$ cat config.mk
export PLATFORM = sky130hd
export DESIGN_NAME = acr_readout
export DESIGN_NICKNAME = d
export VERILOG_FILES = /design/src/design/acr_pkg.sv /design/src/design/acr_readout.sv
export SDC_FILE = /design/constraint.sdc
export NUM_CORES = 1
export LEC_CHECK = 0
export BUFFER_PORTS_ARGS = -buffer_cell sky130_fd_sc_hd__buf_2
export CORE_ASPECT_RATIO = 0.75
export CORE_UTILIZATION = 45
export DETAILED_ROUTE_END_ITERATION = 6
export GPL_ROUTABILITY_DRIVEN = 0
export GPL_TIMING_DRIVEN = 0
export HOLD_SLACK_MARGIN = 0.02
export PLACE_DENSITY = 0.64
export SKIP_LAST_GASP = 1
export SYNTH_ARGS = -nofsm -noshare
export SYNTH_HDL_FRONTEND = slang
export SYNTH_SLANG_ARGS = --single-unit
$ cat constraint.sdc
create_clock -name clk_i -period 2.4 [get_ports clk_i]
set_input_delay 0 -clock clk_i [delete_from_list [all_inputs] [get_ports clk_i]]
set_output_delay 0 -clock clk_i [all_outputs]
set_load 0.03 [all_outputs]
$ cat src/design/acr_pkg.sv
/*
 * acr_pkg: shared constants and types for the two-channel converter control
 * and serial readout block.
 * Assumes a single 25 MHz system clock; all pins are sampled synchronously.
 */
package acr_pkg;
    localparam int unsigned CLK_HZ           = 25_000_000;
    localparam int unsigned POR_TIME_US      = 1000;
    localparam int unsigned POR_CYCLES       = (CLK_HZ / 1_000_000) * POR_TIME_US;
    localparam int unsigned CONV_CYCLES_DEF  = 5000;
    localparam int unsigned ISCK_DIV         = 8;
    localparam int unsigned WORD_BITS        = 32;
    localparam int unsigned RESULT_BITS      = 24;
    localparam int unsigned SUB_BITS         = 5;
    localparam logic [4:0]  BIT_EOC          = 5'h1F;
    localparam logic [4:0]  BIT_CHAN         = 5'h1E;
    localparam logic [4:0]  BIT_SIGN         = 5'h1D;
    localparam logic [4:0]  BIT_MSB          = 5'h1C;
    localparam logic [5:0]  LAST_BIT_COUNT   = 6'h20;

    // one-hot cycle states
    typedef enum logic [2:0] {
        ACR_CONVERT = 3'h1,
        ACR_SLEEP   = 3'h2,
        ACR_OUTPUT  = 3'h4
    } acr_state_t;

    // one finished conversion from the analog core
    typedef struct packed {
        logic                   sign_bit;
        logic [RESULT_BITS-1:0] result;
        logic [SUB_BITS-1:0]    sub_lsb;
    } acr_sample_t;

    // two-signal (o, oe) output view of a two-way pin
    typedef struct packed {
        logic o;
        logic oe;
    } acr_pin_out_t;
endpackage

$ cat src/design/acr_readout.sv
/*
 * acr_readout: conversion / sleep / data-output sequencer with a 32-bit
 * serial shift-out for a two-channel delta-sigma converter.
 * Assumes the analog core hands over a sample with done_i and that cs_n_i,
 * sck_in_i are synchronous to clk_i. The pad merges *_oe with *_o.
 */
// How it works
// - cs low in sleep enters data output
// - cs high before sck rise: sleep, keep data
// - cs high after sck rise: abort, convert
// - sdo changes on falling sck only
// - output ends after 32 bits or cs high
// - output word is the latest conversion
// - no config registers; pins pick modes
// - power-on reset clears state, selects channel 0
// - 32 bits msb first: status, result, sub-lsb
// - bit 31 live eoc while cs low
// - bit 30 gives converted channel
// - bit 29 sign, high for non-negative
// - bits 29/28 flag over and under range
// - bits 28..5 result, 4..0 sub-lsb
// - cs high: sdo floats, sck ignored
// - bit 30 on first fall, bit 0 31st
// - 32nd fall shows next eoc
// - channels alternate from channel 0
// - after conversion sleep while cs high
// - sck level at por/cs fall picks mode
// - internal sck is conversion clock over 8
`timescale 1ns/1ps
module acr_readout
    import acr_pkg::*;
#(
    parameter int unsigned CONV_CYCLES = acr_pkg::CONV_CYCLES_DEF,
    parameter int unsigned POR_LEN     = acr_pkg::POR_CYCLES
) (
    input  wire logic                 clk_i,
    input  wire logic                 rst_n_i,
    input  wire logic                 cs_n_i,
    input  wire logic                 sck_in_i,
    input  wire acr_pkg::acr_sample_t sample_i,
    input  wire logic                 done_i,
    input  wire logic                 notch_clock_select_pin_i,
    output logic                      sck_o,
    output logic                      sck_oe_o,
    output logic                      sdo_o,
    output logic                      sdo_oe_o,
    output logic                      start_conv_o,
    output logic                      conv_channel_o,
    output logic                      notch_sel_o,
    output logic                      int_sck_mode_o
);
    import acr_pkg::*;

    acr_state_t state;
    logic [31:0] por_cnt;
    logic        por_busy;
    logic [31:0] conv_cnt;
    logic [WORD_BITS-1:0] shreg;
    logic [5:0]  bit_cnt;
    logic        seen_rise;
    logic        cs_n_q;
    logic        sck_q;
    logic [2:0]  div_cnt;
    logic        sck_int;
    logic        chan;
    logic        eoc_n;
    logic        sck_rise;
    logic        sck_fall;
    logic        cs_rise;
    logic        cs_fall;
    logic        sck_now;
    logic        conv_done;
    logic        end_out;
    logic        next_sdo;

    // the live clock is the pad in external mode, our divider otherwise
    assign sck_now   = int_sck_mode_o ? sck_int : sck_in_i;
    assign sck_rise  = sck_now & ~sck_q;
    assign sck_fall  = ~sck_now & sck_q;
    assign cs_rise   = cs_n_i & ~cs_n_q;
    assign cs_fall   = ~cs_n_i & cs_n_q;
    // digital model: done after CONV_CYCLES or the core's strobe
    assign conv_done = (state == ACR_CONVERT) && !por_busy &&
                       ((conv_cnt >= CONV_CYCLES - 1) || done_i);
    assign end_out   = (state == ACR_OUTPUT) &&
                       ((cs_rise && seen_rise) ||
                        (sck_fall && bit_cnt == LAST_BIT_COUNT - 6'h01));

    // power-on reset stretch; core is held off until it runs out
    always_ff @(posedge clk_i) begin
        if (!rst_n_i) begin
            por_cnt  <= 32'h0;
            por_busy <= 1'b1;
        end else if (por_busy) begin
            por_cnt  <= por_cnt + 32'h1;
            por_busy <= (por_cnt < POR_LEN - 1);
        end
    end

    // edge history of the pins
    always_ff @(posedge clk_i) begin
        if (!rst_n_i) begin
            cs_n_q <= 1'b1;
            sck_q  <= 1'b0;
        end else begin
            cs_n_q <= cs_n_i;
            sck_q  <= sck_now;
        end
    end

    // cycle sequencer
    always_ff @(posedge clk_i) begin
        if (!rst_n_i || por_busy) begin
            state <= ACR_CONVERT;
        end else begin
            case (state)
                ACR_CONVERT: begin
                    if (conv_done) begin
                        state <= ACR_SLEEP;
                    end
                end
                ACR_SLEEP: begin
                    if (!cs_n_i) begin
                        state <= ACR_OUTPUT;
                    end
                end
                ACR_OUTPUT: begin
                    if (end_out) begin
                        state <= ACR_CONVERT;
                    end else if (cs_n_i && !seen_rise) begin
                        state <= ACR_SLEEP;
                    end
                end
                default: begin
                    state <= ACR_CONVERT;
                end
            endcase
        end
    end

    // conversion timer; cleared outside the convert state, so it also counts through the power-on stretch
    always_ff @(posedge clk_i) begin
        if (!rst_n_i || state != ACR_CONVERT) begin
            conv_cnt <= 32'h0;
        end else begin
            conv_cnt <= conv_cnt + 32'h1;
        end
    end

    // channel ping-pong: flip once per finished conversion
    always_ff @(posedge clk_i) begin
        if (!rst_n_i || por_busy) begin
            chan <= 1'b0;
        end else if (conv_done) begin
            chan <= ~chan;
        end
    end

    // eoc flag goes low at completion, high again when a new one starts
    always_ff @(posedge clk_i) begin
        if (!rst_n_i) begin
            eoc_n <= 1'b1;
        end else if (conv_done) begin
            eoc_n <= 1'b0;
        end else if (end_out) begin
            eoc_n <= 1'b1;
        end
    end

    // result word is latched straight from the conversion: no pipeline
    always_ff @(posedge clk_i) begin
        if (!rst_n_i) begin
            shreg     <= '0;
            bit_cnt   <= 6'h0;
            seen_rise <= 1'b0;
        end else if (conv_done) begin
            shreg <= {1'b0, chan, sample_i.sign_bit, sample_i.result,
                      sample_i.sub_lsb};
            bit_cnt   <= 6'h0;
            seen_rise <= 1'b0;
        end else if (state == ACR_OUTPUT && !cs_n_i) begin
            // pulses with cs high never get here, so the word is kept
            if (sck_rise) begin
                seen_rise <= 1'b1;
            end
            if (sck_fall && seen_rise) begin
                shreg   <= {shreg[WORD_BITS-2:0], 1'b0};
                bit_cnt <= bit_cnt + 6'h01;
            end
        end else if (state != ACR_OUTPUT) begin
            seen_rise <= 1'b0;
            bit_cnt   <= 6'h0;
        end
    end

    // serial clock mode chosen from the pin during the power-on stretch and at cs fall outside output
    always_ff @(posedge clk_i) begin
        if (!rst_n_i) begin
            int_sck_mode_o <= 1'b1;
        end else if (por_busy || (cs_fall && state != ACR_OUTPUT)) begin
            int_sck_mode_o <= sck_in_i;
        end
    end

    // internal sck divider, only runs while reading out
    always_ff @(posedge clk_i) begin
        if (!rst_n_i || state != ACR_OUTPUT || !int_sck_mode_o || cs_n_i) begin
            div_cnt <= 3'h0;
            sck_int <= 1'b1;
        end else begin
            div_cnt <= div_cnt + 3'h1;
            if (div_cnt == 3'(ISCK_DIV / 2 - 1)) begin
                div_cnt <= 3'h0;
                sck_int <= ~sck_int;
            end
        end
    end

    // bit shown on sdo: live eoc outside output and before the first shift, word msb after it
    always_comb begin
        if (state == ACR_OUTPUT && !end_out) begin
            next_sdo = (bit_cnt == 6'h0) ? eoc_n : shreg[BIT_EOC];
        end else begin
            next_sdo = (state == ACR_CONVERT || end_out) ? 1'b1 : eoc_n;
        end
    end

    // pad registers; no configuration registers exist, only pin timing
    always_ff @(posedge clk_i) begin
        if (!rst_n_i) begin
            sdo_o          <= 1'b1;
            sdo_oe_o       <= 1'b0;
            sck_o          <= 1'b1;
            sck_oe_o       <= 1'b0;
            start_conv_o   <= 1'b0;
            conv_channel_o <= 1'b0;
            notch_sel_o    <= 1'b0;
        end else begin
            sdo_o          <= next_sdo;
            sdo_oe_o       <= ~cs_n_i;
            sck_o          <= sck_int;
            sck_oe_o       <= int_sck_mode_o && state == ACR_OUTPUT && !cs_n_i;
            start_conv_o   <= end_out || (por_busy && por_cnt == POR_LEN - 1);
            conv_channel_o <= chan;
            notch_sel_o    <= notch_clock_select_pin_i;
        end
    end
endmodule

==> results.json <==
{
  "status": "finished clean",
  "holdPathStages": 5,
  "synth.net_count": 648,
  "io_buffers": 42,
  "leakage_nw": 3.02,
  "antenna_found_initial": 0,
  "yosysTopAreaCell": "dfxtp_1",
  "period_share_pct": 87.5,
  "netlist_area_um2": 5630,
  "seq_area_um2": 2460,
  "ys_seq_area_share_pct": 43.7,
  "syn_to_final_growth_pct": 24.4,
  "r2r_end": "shreg[13]$_SDFFE_PN0P_",
  "clkLatencyLatePin_ps": 410,
  "first_global_vias": 4484,
  "ys_types": 48,
  "fmax_ghz": 0.476,
  "hold_start": "done_i",
  "worstMarginPinSlew_ps": 793,
  "fill_cells": 1019,
  "relSlewSlack_pct": 47.0,
  "holdPathEnd": "state[1]$_SDFFE_PP0P_",
  "postPlaceCellArea_um2": 6040,
  "hp-class": "input port to flip-flop",
  "fp.coreArea_um2": 11900,
  "initial_core_util_pct": 47.4,
  "setup_viol": 0,
  "viasPerCell": 5.26,
  "drc": 0,
  "maxCapViolCount": 0,
  "worstReg2RegStart": "state[2]$_SDFFE_PP0P_",
  "cts_tree": "built",
  "pin_count": 44,
  "synth_warnings": 0,
  "hold_viol": 0,
  "grt_remaining_overflow": 0,
  "multi_input_area_um2": 2990,
  "grt_first_pass_wirelength_um": 21300,
  "grt_max_degree": 17,
  "die_h_um": 98.9,
  "skew_ps": 7.85,
  "dpl_worst_slack_ps": 260,
  "ys_ff_latch": 123,
  "avgSynthCellArea_um2": 9.29,
  "dr.pass1.iters": 5,
  "vias": 4594,
  "synth_top_area_share_pct": 43.7,
  "cts.clk_slew.worst_paths_ps": 50,
  "mostFrequentLayoutCell": "dfxtp_1",
  "vdd_ir_drop_max_uv": 512,
  "detail-route-antenna-nets": 0,
  "path_class": "flip-flop to flip-flop",
  "numCtsBuffers": 17,
  "htree_levels": 4,
  "critical_path.max_fanout": 10,
  "min_period_ps": 2100,
  "place_hpwl_um": 8540,
  "num_rows": 34,
  "power.density_nw_per_um2": 701,
  "finalWirelength_um": 12400,
  "wl_per_cell_um": 14.2,
  "nNetsFinal": 742,
  "worstSetupStartpointType": "flip-flop",
  "final_area_um2": 7000,
  "cts_buffer_depth": 2,
  "layout_common_cells": "dfxtp_1, nand2_1, nor2_1",
  "reg2reg_depth": 6,
  "arrival_ps": 2400,
  "grt_use_total_pct": 20.6,
  "cts_sinks": 123,
  "ys_top_cells_by_area": "dfxtp_1, mux2i_1, xor2_1",
  "drtIter0Drc": 272,
  "tns_ps": 0,
  "reg2reg_slack_ps": 300,
  "dieArea_um2": 13000,
  "cp.required_ps": 2700,
  "n_antenna_cell": 0,
  "syn_inst": 606,
  "cp-end-kind": "flip-flop",
  "cts_root_buffer": "clkbuf_16",
  "drv_slew": 0,
  "rsz0062_at_grt": "false",
  "setup_slack_ps": 299,
  "die_w_um": 131,
  "layout-drive-gt1-share_pct": 14.0
}
## flip-flops by register name (all words and copies together) (netlist names), 3 cells and up
register and cells:
conv_cnt 32, por_cnt 32, shreg 32, bit_cnt 6, div_cnt 3, state 3
## synth_stat cells, drive strengths merged
cell type,number
nor2,52
o211a,30
or3b,2
or3,3
nor4bb,1
mux2,3
dfxtp,123
nor2b,6
o211ai,2
nand2b,6
or4,3
o311ai,1
and2,29
nor3,22
nand3b,5
xor2,36
clkbuf,14
a211o,1
xnor2,26
buf,12
ha,6
and3,9
o21a,1
and4,2
nand3,32
a21boi,4
nor4,18
o21ai,11
inv,11
nand4,23
nor3b,3
mux2i,32
or4b,1
nand2,64
o31ai,4
a21oi,7
nand4b,1
## where the power goes
group / leakage (nW) / internal [W] / total, W / switching [W]
clock network: 0.305 / 0.00179 / 0.00268 / 0.000892
logic: 1.72 / 0.0000807 / 0.000158 / 0.0000774
registers: 0.993 / 0.00206 / 0.00207 / 0.0000140
total: 3.02 / 0.00393 / 0.00491 / 0.000984
## cells by family (layout without fill, tap and decap cells)
kind of cell / Yosys count / count (layout) / share of synthesized area (%)
buffers and inverters: 37 / 143 / 3.33
DFF: 123 / 123 / 43.7
adders and majority gates: 6 / 6 / 1.33
muxes: 35 / 35 / 6.29
xor gates and xnor gates: 62 / 62 / 9.64
AOI/OAI and AO/OA: 61 / 61 / 8.80
and+or+nand+nor: 282 / 282 / 26.9
## worst max-delay path, cell delays in order (launching register included)
cell and delay, ps:
dfxtp_1 450, or3b_4 440, nor3_4 440, buf_8 220, mux2i_1 230, nand2_1 90, o211a_1 130
## layer usage
| metal | up-vias | track usage [%] | part of all wire (%) |
|---|---|---|---|
| met5 | - | 0 | 0 |
| met4 | 0 | 8.05 | 1.3 |
| met3 | 19 | 5.35 | 4.2 |
| met2 | 85 | 31.8 | 43 |
| met1 | 2177 | 27.6 | 51 |
| li1 | 2313 | - | - |
## stage by stage
| stage | power (W) | cells | hold slack [ps] | utilization [%] |
|---|---|---|---|---|
| 3_5_place_dp | 0.00223 | 810 | 215 | 50.9 |
| 6_report | 0.00491 | 874 | 75.8 | 59.0 |
| 5_1_grt | 0.00508 | 874 | 101 | 59.0 |
| 3_3_place_gp | 0.00223 | 810 | 206 | 50.9 |
| 4_1_cts | 0.00495 | 874 | 73.1 | 59.0 |
| 2_1_floorplan | 0.00217 | 606 | 94.4 | - |
## final cells by class
type | count | area share, %
flip-flops and latches | 123 | 35.2
clock buffers | 25 | 7.36
inverters | 11 | 0.589
plain buffers | 26 | 2.09
repair buffers | 75 | 7.72
well taps | 162 | 2.89
clock inverters | 6 | 1.54
multi-input cells | 446 | 42.7
## worst max path at each step
stage / start / endpoint / slack, ps / cells after the start
2_1_floorplan: int_sck_mode_o$_SDFFE_PN1P_ / shreg[1]$_SDFFE_PN0P_ / 420 / 6
3_3_place_gp: por_cnt[0]$_SDFFE_PN0P_ / por_cnt[30]$_SDFFE_PN0P_ / 260 / 6
3_5_place_dp: por_cnt[0]$_SDFFE_PN0P_ / por_cnt[28]$_SDFFE_PN0P_ / 260 / 6
4_1_cts: por_cnt[0]$_SDFFE_PN0P_ / por_cnt[28]$_SDFFE_PN0P_ / 190 / 6
5_1_grt: por_cnt[0]$_SDFFE_PN0P_ / por_cnt[12]$_SDFFE_PN0P_ / 100 / 6
6_report: state[2]$_SDFFE_PP0P_ / shreg[13]$_SDFFE_PN0P_ / 300 / 6
## what timing repair did
item | in CTS | in global routing
gates resized for setup | 0 | 1
setup buffers | 0 | 0
hold buffers | 33 | 0
setup endpoints to repair | 0 | 3
hold endpoints to repair | 36 | 0
Power figures use the tool's default switching activity.
